**src/rtl/pin_change_defs.vh**
```
// Register offsets, field layout and reset values of the pin change block.
// Assumes a Wishbone slave with 32-bit words at aligned byte addresses.
`ifndef PIN_CHANGE_DEFS_VH
`define PIN_CHANGE_DEFS_VH
`define PC_ADDR_W 5
`define PC_OFS_RISE 5'h00
`define PC_OFS_FALL 5'h04
`define PC_OFS_FLAG 5'h08
`define PC_OFS_CLR 5'h0C
`define PC_OFS_IEN 5'h10
`define PC_PIN_W 6
`define PC_SUM_BIT 6
`define PC_STAT_W 7
`define PC_RST_EN 6'h00
`define PC_RST_STAT 7'h00
`define PC_RST_WORD 32'h0000_0000
`endif

```
**src/rtl/edge_detector.v**
```verilog
// Per-pin two-stage synchroniser and edge detector.
// Assumes pins may change at any time relative to mclk.
`include "pin_change_defs.vh"
module edge_detector #(
    parameter WIDTH = `PC_PIN_W
) (
    input wire mclk,
    input wire rst,
    input wire [WIDTH-1:0] pinIn,
    output wire [WIDTH-1:0] riseSeen,
    output wire [WIDTH-1:0] fallSeen
);
    reg [WIDTH-1:0] meta_ff;
    reg [WIDTH-1:0] sync_ff;
    reg [WIDTH-1:0] prev_ff;

    always @(posedge mclk or posedge rst)
    begin
        if (rst)
        begin
            meta_ff <= {WIDTH{1'b0}};
            sync_ff <= {WIDTH{1'b0}};
            prev_ff <= {WIDTH{1'b0}};
        end
        else
        begin
            meta_ff <= pinIn;
            sync_ff <= meta_ff;
            prev_ff <= sync_ff;
        end
    end

    // One transition gives one pulse of one cycle
    assign riseSeen = sync_ff & ~prev_ff;
    assign fallSeen = ~sync_ff & prev_ff;
endmodule

```
**src/rtl/pin_change_edge.v**
```verilog
// Top of the pin change block: Wishbone registers, flags, interrupt.
// Assumes a classic Wishbone master on mclk and asynchronous port pins.
//
// How it works
// - An enabled rising enable bit makes a low-to-high pin edge count.
// - An enabled falling enable bit makes a high-to-low pin edge count.
// - A counted edge sets the pin's change flag and the summary flag.
// - A cleared enable bit ignores that edge direction on that pin.
// - Bits 7 to 6 of both enable registers ignore writes, read zero.
// - Enable bits are read-write and clear to zero on every reset.
//
// The address map and the Wishbone register port were left to the implementer.
`include "pin_change_defs.vh"
module pin_change_edge #(
    parameter PINS = `PC_PIN_W
) (
    input wire mclk,
    input wire rst,
    input wire [PINS-1:0] firstIoPort,
    input wire wbCyc,
    input wire wbStb,
    input wire wbWe,
    input wire [`PC_ADDR_W-1:0] wbAdr,
    input wire [3:0] wbSel,
    input wire [31:0] wbDatI,
    output reg [31:0] wbDatO,
    output reg wbAck,
    output reg changeIrq
);
    reg [PINS-1:0] risingEdgeEnable_ff;
    reg [PINS-1:0] fallingEdgeEnable_ff;
    reg [PINS:0] status_ff;
    reg [PINS:0] irqEnable_ff;
    reg [PINS-1:0] nxt_risingEdgeEnable;
    reg [PINS-1:0] nxt_fallingEdgeEnable;
    reg [PINS:0] nxt_status;
    reg [PINS:0] nxt_irqEnable;
    reg [31:0] nxt_wbDatO;
    reg [PINS:0] clrMask;
    reg [PINS-1:0] hit;
    wire [PINS-1:0] riseSeen;
    wire [PINS-1:0] fallSeen;
    wire req;
    wire wrLow;

    edge_detector #(
        .WIDTH(PINS)
    ) u_edge (
        .mclk(mclk),
        .rst(rst),
        .pinIn(firstIoPort),
        .riseSeen(riseSeen),
        .fallSeen(fallSeen)
    );

    // Single-cycle ack; the low lane carries every field
    assign req = wbCyc & wbStb & ~wbAck;
    assign wrLow = req & wbWe & wbSel[0];

    function [31:0] padWord;
        input [PINS:0] val;
        begin
            padWord = `PC_RST_WORD;
            padWord[PINS:0] = val;
        end
    endfunction

    always @*
    begin
        nxt_risingEdgeEnable = risingEdgeEnable_ff;
        nxt_fallingEdgeEnable = fallingEdgeEnable_ff;
        nxt_irqEnable = irqEnable_ff;
        nxt_wbDatO = `PC_RST_WORD;
        clrMask = {(PINS+1){1'b0}};
        // Masked edges never reach the flags
        hit = (riseSeen & risingEdgeEnable_ff)
            | (fallSeen & fallingEdgeEnable_ff);
        if (wrLow)
        begin
            case (wbAdr)
                // Upper bits are dropped here, never stored
                `PC_OFS_RISE: nxt_risingEdgeEnable = wbDatI[PINS-1:0];
                `PC_OFS_FALL: nxt_fallingEdgeEnable = wbDatI[PINS-1:0];
                `PC_OFS_CLR: clrMask = wbDatI[PINS:0];
                `PC_OFS_IEN: nxt_irqEnable = wbDatI[PINS:0];
                default: clrMask = {(PINS+1){1'b0}};
            endcase
        end
        if (req & ~wbWe)
        begin
            case (wbAdr)
                // Bits 7 to 6 of the enable registers read zero
                `PC_OFS_RISE:
                    nxt_wbDatO = padWord({1'b0, risingEdgeEnable_ff});
                `PC_OFS_FALL:
                    nxt_wbDatO = padWord({1'b0, fallingEdgeEnable_ff});
                `PC_OFS_FLAG: nxt_wbDatO = padWord(status_ff);
                `PC_OFS_IEN: nxt_wbDatO = padWord(irqEnable_ff);
                default: nxt_wbDatO = `PC_RST_WORD;
            endcase
        end
        // Set beats clear in the same cycle
        nxt_status = (status_ff & ~clrMask) | {|hit, hit};
    end

    always @(posedge mclk or posedge rst)
    begin
        if (rst)
        begin
            // Every reset source lands here
            risingEdgeEnable_ff <= `PC_RST_EN;
            fallingEdgeEnable_ff <= `PC_RST_EN;
            status_ff <= `PC_RST_STAT;
            irqEnable_ff <= `PC_RST_STAT;
            wbDatO <= `PC_RST_WORD;
            wbAck <= 1'b0;
            changeIrq <= 1'b0;
        end
        else
        begin
            risingEdgeEnable_ff <= nxt_risingEdgeEnable;
            fallingEdgeEnable_ff <= nxt_fallingEdgeEnable;
            status_ff <= nxt_status;
            irqEnable_ff <= nxt_irqEnable;
            wbDatO <= nxt_wbDatO;
            wbAck <= req;
            // Built from next values, so it rises with the flag
            changeIrq <= |(nxt_status & nxt_irqEnable);
        end
    end
endmodule

```
**config.mk**
```make
export PLATFORM = sky130hd
export DESIGN_NAME = pin_change_edge
export DESIGN_NICKNAME = d
export VERILOG_FILES = /design/src/rtl/edge_detector.v /design/src/rtl/pin_change_edge.v
export VERILOG_INCLUDE_DIRS = /design/src /design/src/rtl
export SDC_FILE = /design/constraint.sdc
export NUM_CORES = 1
export LEC_CHECK = 0
export CAP_MARGIN = 20
export CELL_PAD_IN_SITES_DETAIL_PLACEMENT = 0
export CELL_PAD_IN_SITES_GLOBAL_PLACEMENT = 1
export CORE_ASPECT_RATIO = 1.25
export CORE_UTILIZATION = 45
export CTS_BUF_LIST = sky130_fd_sc_hd__clkbuf_8
export CTS_CLUSTER_SIZE = 30
export DETAILED_ROUTE_END_ITERATION = 8
export DONT_BUFFER_PORTS = 1
export GPL_TIMING_DRIVEN = 0
export PLACE_DENSITY = 0.71
export SLEW_MARGIN = 20
export SYNTH_ARGS = -nofsm -noshare
export SYNTH_HDL_FRONTEND = slang
export SYNTH_SLANG_ARGS = --single-unit
export TNS_END_PERCENT = 1
```
**constraint.sdc**
```tcl
create_clock -name mclk -period 5.6 [get_ports mclk]
set_input_delay 0.56 -clock mclk [delete_from_list [all_inputs] [get_ports mclk]]
set_output_delay 0.56 -clock mclk [all_outputs]
set_load 0.005 [all_outputs]
```
Word level (Yosys, flattened, before mapping)
Cells that the tools add are included.
{ "word_totals": {"regBits": 78, "inputBits": 52} }
{ "classes": {"n_eq_ne": 4, "n_mux": 6, "n_bitwise": 18, "n_reduce_logical": 5} }
{ "op_table": {"columns": ["operator", "n"], "rows": [
  ["7-bit 2-to-1 mux", 5],
  ["7-bit case mux with 4 select lines", 1],
  ["6-bit bitwise AND", 4],
  ["7-bit bitwise AND", 2],
  ["6-bit NOT", 2],
  ["5-bit by 4-bit == test with 1-bit output (second input constant)", 2],
  ["7-bit NOT", 1],
  ["7-bit OR", 1],
  ["7-bit OR reduction", 1],
  ["6-bit OR", 1],
  ["6-bit OR reduction", 1],
  ["1-bit bitwise AND", 5],
  ["5-bit by 3-bit == test with 1-bit output (second input constant)", 1],
  ["5-bit == test (second input constant)", 1],
  ["5-bit zero test", 1],
  ["2-bit AND reduction", 2],
  ["1-bit NOT", 2]
]} }

Depth between registers and ports, before layout
Gate-level depths: netlist (run 1).
{ "depth": {"word_depth": 10, "depth_mapped": 7, "depth_no_buf": 5} }

Modules after synthesis
Synthesis (run 1) repeated with hierarchy kept, for this count alone.
{ "unflattened": {"cells_unflattened": 192, "hier_area_um2": 2339.7} }
{ "modules_own_cells": {"columns": ["mod", "n_inst", "cells_each", "area_per_inst_um2", "seq_area_each_um2"], "rows": [
  ["pin_change_edge", 1, 161, 1780.5, 875.8],
  ["edge_detector", 1, 31, 559.3, 450.4]
]} }

Worst setup path after synthesis (run 1)
OpenSTA, ideal clock, no wires.
{ "synth_path": {"path_type": "in2reg", "startpoint": "input wbAdr[2]", "endpoint": "register changeIrq", "setup_ns": 0.136, "arrival_ns": 2.334, "slack_ns": 3.130, "stages": 6, "cell_sequence": "or4_4 > or4_4 > buf_6 > mux2_4 > a222oi_1 > nand4_1"} }
{ "synth_between": {"word_cells_on_any_way": 11, "classes_between": "eq/ne (2); mux (4); bitwise (4); reduce/logical (1)"} }
{ "synth_rtl": {"columns": ["element", "line", "source"], "rows": [
  ["start: declaration", "pin_change_edge.v:23", "input wire [`PC_ADDR_W-1:0] wbAdr,"],
  ["5-bit == test", null, null],
  ["7-bit 2-to-1 mux", "pin_change_edge.v:80", "case (wbAdr)"],
  ["7-bit 2-to-1 mux", "pin_change_edge.v:78", "if (wrLow)"],
  ["via nxt_irqEnable[5]", "pin_change_edge.v:37", "reg [PINS:0] nxt_irqEnable;"],
  ["7-bit bitwise AND", "pin_change_edge.v:128", "changeIrq <= |(nxt_status & nxt_irqEnable);"],
  ["7-bit OR reduction", "pin_change_edge.v:128", null],
  ["end signal: assignment", "pin_change_edge.v:128", null],
  ["end: declaration", "pin_change_edge.v:28", "output reg changeIrq"]
]} }
The timed path passes the listed nets, and every way through them passes these cells.
A chain may end at the register's enable or synchronous reset.

Worst setup path after layout (run 1)
{ "layout_path": {"startpoint": "input wbAdr[2]", "endpoint": "register fallingEdgeEnable_ff[3]"} }
{ "layout_between": {"elab_chain_len": 2} }
{ "layout_rtl": {"columns": ["element", "line", "source"], "rows": [
  ["5-bit by 3-bit == test with 1-bit output", null, null],
  ["2-bit AND reduction (no line)", null, null],
  ["end signal: assignment", "pin_change_edge.v:112", "fallingEdgeEnable_ff <= `PC_RST_EN;"],
  ["end signal: assignment", "pin_change_edge.v:122", "fallingEdgeEnable_ff <= nxt_fallingEdgeEnable;"],
  ["end: declaration", "pin_change_edge.v:31", "reg [PINS-1:0] fallingEdgeEnable_ff;"]
]} }
Every way passes these cells.

==> flow_metrics.py, run 1 <==
metrics = {
    "floorplanning": {
        "dieWidth_um": 66.2,
        "io_pins": 86,
        "coreArea_um2": 4830,
        "die_area_um2": 5440,
        "start_util": 0.480,
        "fp-row-count": 28,
        "die_y_um": 82.3,
    },
    "cts": {
        "clk_latency_ps": 310,
        "holdBufCountCts": 0,
        "cts_resized": 0,
        "clk_path_buf_depth": 2,
        "cts_buffers": 5,
        "clk_pin_slew_ps": 90,
        "root_buffer": "clkbuf_8",
        "cts.sinks": 53,
        "h-tree-depth": 2,
        "cts_tree": "done",
        "post-cts-setup-buffers": 0,
    },
    "placement": {
        "post-dp-hpwl_um": 3470,
        "place_congestion": 0.829,
        "portBuffers": 0,
    },
    "cells_and_area": {
        "utilization": 0.539,
        "drive_gt1_frac": 0.262,
        "areaGrowthSynthToFinish_pct": 12.3,
        "n_antenna_cell": 0,
        "nNetsFinal": 276,
    },
    "min_path": {
        "hold_class": "in2async",
    },
    "global_route": {
        "grt_max_degree": 32,
        "grtUsageTotal": 0.200,
        "grt_pass1_vias": 1508,
        "gr-total-overflow": 0,
        "grt_pass1_wl_um": 7750,
        "antenna_found_initial": 0,
    },
    "yosys": {
        "synth_area_um2": 2320,
        "yosysSeqAreaShare": 0.572,
        "ys_warn_count": 0,
        "ys_seq_elements": 53,
        "synth_cells": 191,
        "ys_types": 29,
        "avgSynthCellArea_um2": 12.1,
    },
    "route": {
        "post_drt_wl_per_cell_um": 17.0,
        "first_iter_violations": 76,
        "drc": 0,
        "vias_per_cell": 5.37,
        "via_count": 1531,
        "dr.pass1.iters": 4,
        "ant_nets": 0,
        "routed_wirelength_um": 4840,
    },
    "sta": {
        "finalMaxSlewViolations": 0,
        "skew_ps": 6.31,
        "worstMarginPinSlew_ps": 964,
        "fmax_mhz": 375,
        "tns_ps": 0,
        "finalSetupViolations": 0,
        "rsz0062_at_grt": "false",
        "period_share": 0.476,
        "relSlewSlack": 0.352,
        "holdWs_ps": 161,
        "hold_viol_final": 0,
        "fin_crit_ps": 2670,
    },
    "run": {
        "cap_violations": 0,
    },
    "setup_path": {
        "path_max_fanout": 10,
        "cp-start-kind": "input pin",
        "worstSetupPathType": "in2reg",
        "arrival_ps": 2860,
        "crit_path_end_kind": "flop",
        "crit_required_ps": 5800,
    },
    "power_and_ir_drop": {
        "power_mw": 0.667,
        "leakagePower_nw": 1.20,
        "p_per_area_nw_per_um2": 256,
        "ir_drop_v": 0.000183,
    },
    "outcome": {
        "outcome": "finished clean",
    },
}
-- per-stage QoR --
step | instances | setup slack [ps] | cell area [um^2]
after floorplan | 215 | 3130 | 2410
after global placement | 275 | 2250 | 2480
after detailed placement | 277 | 2590 | 2520
after CTS | 285 | 2940 | 2600
after global routing | 285 | 2820 | 2600
final | 285 | 2930 | 2600
-- registers in the layout, indices dropped and copies added (netlist names) --
name,flops
fallingEdgeEnable_ff,6
irqEnable_ff,7
u_edge.prev_ff,6
status_ff,7
wbAck,1
wbDatO,7
changeIrq,1
risingEdgeEnable_ff,6
u_edge.meta_ff,6
u_edge.sync_ff,6
-- power breakdown --
part	internal [mW]	switching, mW
Clock	0.0850	0.118
Sequential	0.399	0.00947
Combinational	0.0259	0.0298
Total	0.510	0.157
-- path summary, 6_finish.rpt --
kind	start	to	slack, ps	cells after the start
max reg2reg	wbAck	changeIrq	3030	6
min in group mclk	firstIoPort[3]	u_edge.meta_ff[3]	270	0
max	wbAdr[2]	fallingEdgeEnable_ff[3]	2930	6
min reg2reg	u_edge.meta_ff[2]	u_edge.sync_ff[2]	350	0
max in group asynchronous	rst	risingEdgeEnable_ff[0]	4910	2
min	rst	u_edge.meta_ff[4]	160	1
-- cell usage after synthesis --
| cell type | instances | area [um^2] |
|---|---|---|
| a22oi_1 | 14 | 105 |
| nand2_1 | 15 | 56.3 |
| nand4_1 | 2 | 12.5 |
| nand3b_1 | 13 | 97.6 |
| nor4b_1 | 1 | 8.76 |
| or3b_2 | 1 | 8.76 |
| and2_1 | 2 | 12.5 |
| nand2b_1 | 1 | 6.26 |
| or3_1 | 1 | 6.26 |
| nor4_1 | 2 | 12.5 |
| a21oi_1 | 7 | 35.0 |
| o41ai_1 | 6 | 52.6 |
| or4_4 | 2 | 22.5 |
| o21ai_1 | 1 | 5.00 |
| conb_1 | 1 | 3.75 |
| buf_6 | 1 | 11.3 |
| mux2_1 | 1 | 11.3 |
| clkbuf_1 | 5 | 18.8 |
| dfrtp_1 | 53 | 1330 |
| nor2_1 | 5 | 18.8 |
| a31oi_1 | 1 | 6.26 |
| mux2_4 | 2 | 30.0 |
| mux2_2 | 16 | 180 |
| buf_4 | 25 | 188 |
| a222oi_1 | 1 | 10.0 |
| o21a_1 | 6 | 45.0 |
| o31ai_1 | 1 | 7.51 |
| inv_1 | 4 | 15.0 |
| nor3_1 | 1 | 5.00 |
-- routing by layer --
layer / routed length, um / share of wire / track usage
met4: 76 / 0.016 / 0.0787
met5: 0 / 0 / 0
met3: 323 / 0.067 / 0.0467
met2: 2460 / 0.51 / 0.320
met1: 1980 / 0.41 / 0.264
-- critical path: stages --
cell      delay, ps
clkbuf_1        360
nand2b_1        170
nor4_2          740
and2_1          230
clkbuf_1        390
mux2_2          400
-- cell families (layout without fill, tap and decap cells) --
kind of cell	count (synthesis)	count (layout)	share of synthesized area
flip-flops	53	53	0.572
AND/OR/NAND/NOR	46	46	0.115
AO/OA/AOI/OAI	37	37	0.115
buffers and inverters	35	45	0.100
multiplexers	19	19	0.0955
other	1	25	0.00162
-- final cells by class --
type | count | area, um^2
Buffer | 31 | 218
Clock buffer | 5 | 68.8
Clock inverter | 3 | 13.8
Fill cell | 433 | 2230
Inverter | 4 | 15.0
Multi-Input combinational cell | 127 | 862
Sequential cell | 53 | 1330
Tap cell | 60 | 75.1
Timing Repair Buffer | 2 | 25.0
-- cell usage in the layout (no fill, tap or decap), types with 2 or more instances in the layout --
cell | synthesis | final
dfrtp_1 | 53 | 53
buf_4 | 25 | 25
clkbuf_1 | 5 | 5
clkinv_2 | 0 | 2
nor2_1 | 5 | 5
a21oi_1 | 7 | 7
inv_1 | 4 | 4
nand3b_1 | 13 | 13
a22oi_1 | 14 | 14
nand2_1 | 15 | 15
clkbuf_8 | 0 | 5
o21a_1 | 6 | 6
nand4_1 | 2 | 2
o41ai_1 | 6 | 6
or4_4 | 2 | 2
and2_1 | 2 | 2
mux2_4 | 2 | 2
conb_1 | 1 | 25
mux2_2 | 16 | 16
(Power assumes the default switching activity.)
==> run 2: changes to the inputs <==
==> constraint.sdc (replaced) <==
create_clock -name mclk -period 2.51 [get_ports mclk]
set_input_delay 0.251 -clock mclk [delete_from_list [all_inputs] [get_ports mclk]]
set_output_delay 0.251 -clock mclk [all_outputs]
set_load 0.005 [all_outputs]
==> flow_metrics.py, run 2 (synthesis gave the netlist of run 1 again) <==
metrics = {
    "cells_and_area": {
        "n_antenna_cell": 0,
        "nNetsFinal": 284,
        "reg_top3": "irqEnable_ff (7), status_ff (7), wbDatO (7)",
        "finalInstanceArea_um2": 2680,
        "utilization": 0.555,
        "layout_commonest_cell": "dfrtp_1",
        "final_cell_mix": "53 x dfrtp_1, 26 x buf_4, 25 x conb_1",
        "drive_gt1_frac": 0.258,
        "areaGrowthSynthToFinish_pct": 15.7,
    },
    "sta": {
        "relSlewSlack": 0.347,
        "fmax_mhz": 421,
        "fin_crit_ps": 2380,
        "rsz0062_at_grt": "false",
        "holdWs_ps": 84.7,
        "finalSetupViolations": 0,
        "period_share": 0.947,
        "skew_ps": 8.62,
        "worstMarginPinSlew_ps": 971,
        "hold_viol_final": 0,
        "finalMaxSlewViolations": 0,
    },
    "power_and_ir_drop": {
        "clkPwrFrac": 0.303,
        "leakagePower_nw": 1.23,
        "p_per_area_nw_per_um2": 559,
        "swShare": 0.236,
        "p_int_mw": 1.15,
        "comb_power_share": 0.090,
        "p_sw_mw": 0.354,
        "power_mw": 1.50,
        "ir_drop_v": 0.000408,
        "seqPwrFrac": 0.607,
    },
    "outcome": {
        "outcome": "finished clean",
    },
    "setup_path": {
        "worstSetupPathType": "in2reg",
        "crit_required_ps": 2710,
        "arrival_ps": 2580,
        "crit_path_end_kind": "flop",
        "path_cells": "clkbuf_1, nand2b_1, nor4_2, and2_1, clkbuf_1, mux2_2",
        "path_buf_inv": 2,
        "cp-start-kind": "input pin",
        "cpMostUsedCell": "clkbuf_1",
        "crit_slowest_cell": "nor4_2",
        "path_max_fanout": 10,
        "critPathTopFamily": "simple AND/OR/NAND/NOR gates",
        "slowest_delay_ps": 750,
    },
    "global_route": {
        "grt_pass1_wl_um": 7860,
        "grt_pass1_vias": 1540,
        "grtUsageTotal": 0.203,
        "antenna_found_initial": 0,
        "gr-total-overflow": 0,
        "grt_max_degree": 32,
    },
    "floorplanning": {
        "fp-row-count": 28,
        "die_area_um2": 5440,
        "start_util": 0.480,
        "io_pins": 86,
        "dieWidth_um": 66.2,
        "die_y_um": 82.3,
        "coreArea_um2": 4830,
    },
    "min_path": {
        "hold_class": "in2reg",
    },
    "cts": {
        "clk_pin_slew_ps": 90,
        "clk_latency_ps": 310,
        "cts_buffers": 5,
        "cts_tree": "done",
        "clk_path_buf_depth": 2,
        "root_buffer": "clkbuf_8",
        "h-tree-depth": 2,
        "cts.sinks": 53,
    },
    "placement": {
        "place_congestion": 0.829,
        "post-dp-hpwl_um": 3470,
        "placed_area_um2": 2520,
        "portBuffers": 0,
    },
    "route": {
        "drc": 0,
        "dr.pass1.iters": 4,
        "post_drt_wl_per_cell_um": 16.7,
        "vias_per_cell": 5.33,
        "via_count": 1562,
        "routed_wirelength_um": 4880,
        "ant_nets": 0,
        "first_iter_violations": 62,
    },
    "run": {
        "cap_violations": 0,
    },
}
==> run 2: final cells by class <==
class | count | area, um^2
flip-flops and latches | 53 | 1330
inverters | 4 | 15.0
multi-input cells | 127 | 862
clock inverters | 3 | 13.8
repair buffers | 10 | 103
fillers | 429 | 2150
clock buffers | 5 | 68.8
well taps | 60 | 75.1
plain buffers | 31 | 218
==> run 2: final timing paths <==
check | cells after the start | startpoint | slack (ps) | end
max | 6 | wbAdr[2] | 130 | fallingEdgeEnable_ff[3]
min | 1 | wbDatI[3] | 80 | risingEdgeEnable_ff[3]
max reg2reg | 6 | wbAck | 240 | changeIrq
min reg2reg | 0 | u_edge.meta_ff[2] | 350 | u_edge.sync_ff[2]
max in group asynchronous | 3 | rst | 1540 | u_edge.meta_ff[0]
min in group asynchronous | 2 | rst | 440 | wbDatO[3]
==> run 2: power groups by stage <==
stage	registers [mW]	clock network [mW]	logic, mW
finish	0.910	0.454	0.135
global route	0.916	0.494	0.151
CTS	0.911	0.473	0.134
detailed placement	0.928	0	0.123
global placement	0.925	0	0.115
floorplan	0.921	0	0.0988
==> run 2: timing repair <==
action                     CTS  global route
hold buffers                 7             0
setup endpoints to repair    1             0
resized for setup            0             0
buffers inserted             1             0
hold endpoints to repair    28             0
==> run 2: layer usage <==
metal / track usage / vias to the layer above / share of wire
met3: 0.0467 / 6 / 0.067
li1: - / 717 / -
met4: 0.0787 / 0 / 0.016
met1: 0.267 / 773 / 0.41
met5: 0 / - / 0
met2: 0.326 / 66 / 0.51
==> run 2: stage by stage <==
step | worst slack [ps] | setup TNS (ps) | std cells
2_1_floorplan | 311 | 0 | 215
3_3_place_gp | -534 | -6320 | 275
3_5_place_dp | -195 | -1120 | 277
6_report | 134 | 0 | 293
4_1_cts | 163 | 0 | 293
5_1_grt | 36.9 | 0 | 293
==> run 3: changes to the inputs <==
--- a/config.mk
+++ b/config.mk
@@ -16,7 +16,7 @@
 export DETAILED_ROUTE_END_ITERATION = 8
 export DONT_BUFFER_PORTS = 1
 export GPL_TIMING_DRIVEN = 0
-export PLACE_DENSITY = 0.71
+export PLACE_DENSITY_LB_ADDON = 0.15
 export SLEW_MARGIN = 20
 export SYNTH_ARGS = -nofsm -noshare
 export SYNTH_HDL_FRONTEND = slang
==> flow_metrics.py, run 3 (synthesis gave the netlist of run 1 again) <==
metrics = {
    "route": {
        "routed_wirelength_um": 4970,
        "via_count": 1579,
        "vias_per_cell": 5.39,
        "drc": 0,
        "first_iter_violations": 70,
        "post_drt_wl_per_cell_um": 17.0,
        "ant_nets": 0,
        "dr.pass1.iters": 4,
    },
    "cts": {
        "root_buffer": "clkbuf_8",
        "cts_buffers": 5,
        "cts_resized": 0,
        "clk_latency_ps": 300,
        "clk_path_buf_depth": 2,
        "clk_pin_slew_ps": 90,
        "cts.sinks": 53,
        "h-tree-depth": 2,
        "cts_tree": "done",
    },
    "placement": {
        "post-dp-hpwl_um": 3560,
        "placed_cells": 277,
        "place_congestion": 0.871,
        "portBuffers": 0,
        "placed_area_um2": 2520,
        "dpl_worst_slack_ps": -53.5,
    },
    "global_route": {
        "gr-total-overflow": 0,
        "grt_pass1_wl_um": 7820,
        "grt_max_degree": 33,
        "grtUsageTotal": 0.199,
        "grt_pass1_vias": 1571,
        "antenna_found_initial": 0,
    },
    "cells_and_area": {
        "utilization": 0.558,
        "finalInstanceArea_um2": 2700,
        "fin_cells": 293,
        "layout_commonest_cell": "dfrtp_1",
        "drive_gt1_frac": 0.262,
        "n_antenna_cell": 0,
        "reg_top3": "irqEnable_ff (7), status_ff (7), wbDatO (7)",
        "final_cell_mix": "53 x dfrtp_1, 26 x buf_4, 25 x conb_1",
        "nNetsFinal": 284,
        "areaGrowthSynthToFinish_pct": 16.5,
    },
    "sta": {
        "fin_crit_ps": 2310,
        "finalMaxSlewViolations": 0,
        "period_share": 0.920,
        "finalSetupViolations": 0,
        "hold_viol_final": 0,
        "relSlewSlack": 0.365,
        "tns_ps": 0,
        "rsz0062_at_grt": "false",
        "fmax_mhz": 433,
        "worstMarginPinSlew_ps": 945,
        "setup_ws_ps": 202,
        "holdWs_ps": 91.4,
        "skew_ps": 4.87,
    },
    "setup_path": {
        "rrSetupSlack_ps": 260,
        "worstSetupPathType": "in2reg",
        "arrival_ps": 2500,
        "path_max_fanout": 10,
        "crit_required_ps": 2710,
        "crit_path_end_kind": "flop",
        "cp-start-kind": "input pin",
    },
    "run": {
        "cap_violations": 0,
    },
    "power_and_ir_drop": {
        "leakagePower_nw": 1.24,
        "power_mw": 1.56,
        "ir_drop_v": 0.000425,
        "p_per_area_nw_per_um2": 576,
    },
    "floorplanning": {
        "dieWidth_um": 66.2,
        "start_util": 0.480,
        "coreArea_um2": 4830,
        "die_area_um2": 5440,
        "die_y_um": 82.3,
        "fp-row-count": 28,
        "io_pins": 86,
    },
    "outcome": {
        "outcome": "finished clean",
    },
    "min_path": {
        "hold_class": "in2reg",
    },
}
==> run 3: cell types whose count changed in the layout (fill, tap and decap cells not counted) <==
cell and change:
clkinv_2 -1, clkbuf_8 +2, inv_1 -1
==> run 3: final cells by class <==
cell class | instances | area (um^2)
buffer | 31 | 218
inverter | 4 | 15.0
sequential | 53 | 1330
clock inverter | 1 | 5.00
multi-input combinational | 127 | 862
tap | 60 | 75.1
clock buffer | 7 | 96.3
fill | 416 | 2130
timing repair buffer | 10 | 103
==> run 3: report_power, final <==
| group | internal (mW) | switching, mW | total [mW] |
|---|---|---|---|
| Sequential | 0.889 | 0.0216 | 0.911 |
| Clock | 0.250 | 0.262 | 0.511 |
| Combinational | 0.0660 | 0.0679 | 0.134 |
| Total | 1.20 | 0.351 | 1.56 |
==> run 3: metal layers <==
metal	part of all wire	track usage	vias up
met1	0.40	0.247	780
met3	0.071	0.0371	13
met2	0.50	0.330	67
met4	0.027	0.106	0
met5	0	0	-
li1	-	-	719
==> run 3: worst paths after layout <==
kind,start,endpoint,cells past startpoint
setup / recovery,wbAdr[2],fallingEdgeEnable_ff[3],6
hold / removal,wbDatI[3],risingEdgeEnable_ff[3],1
setup reg to reg,wbAck,changeIrq,6
hold reg to reg,u_edge.meta_ff[2],u_edge.sync_ff[2],0
max in group asynchronous,rst,u_edge.meta_ff[0],3
min in group asynchronous,rst,u_edge.meta_ff[4],2
==> run 3: worst max-delay path, cell delays in order <==
cell and delay, ps:
clkbuf_1 350, nand2b_1 160, nor4_2 720, and2_1 230
clkbuf_1 390, mux2_2 400
==> run 3: timing repair <==
item | 4_1_cts | 5_1_grt
buffers inserted | 1 | 0
endpoints found under the setup margin | 1 | 0
hold endpoints to repair | 27 | 0
hold buffers | 7 | 0
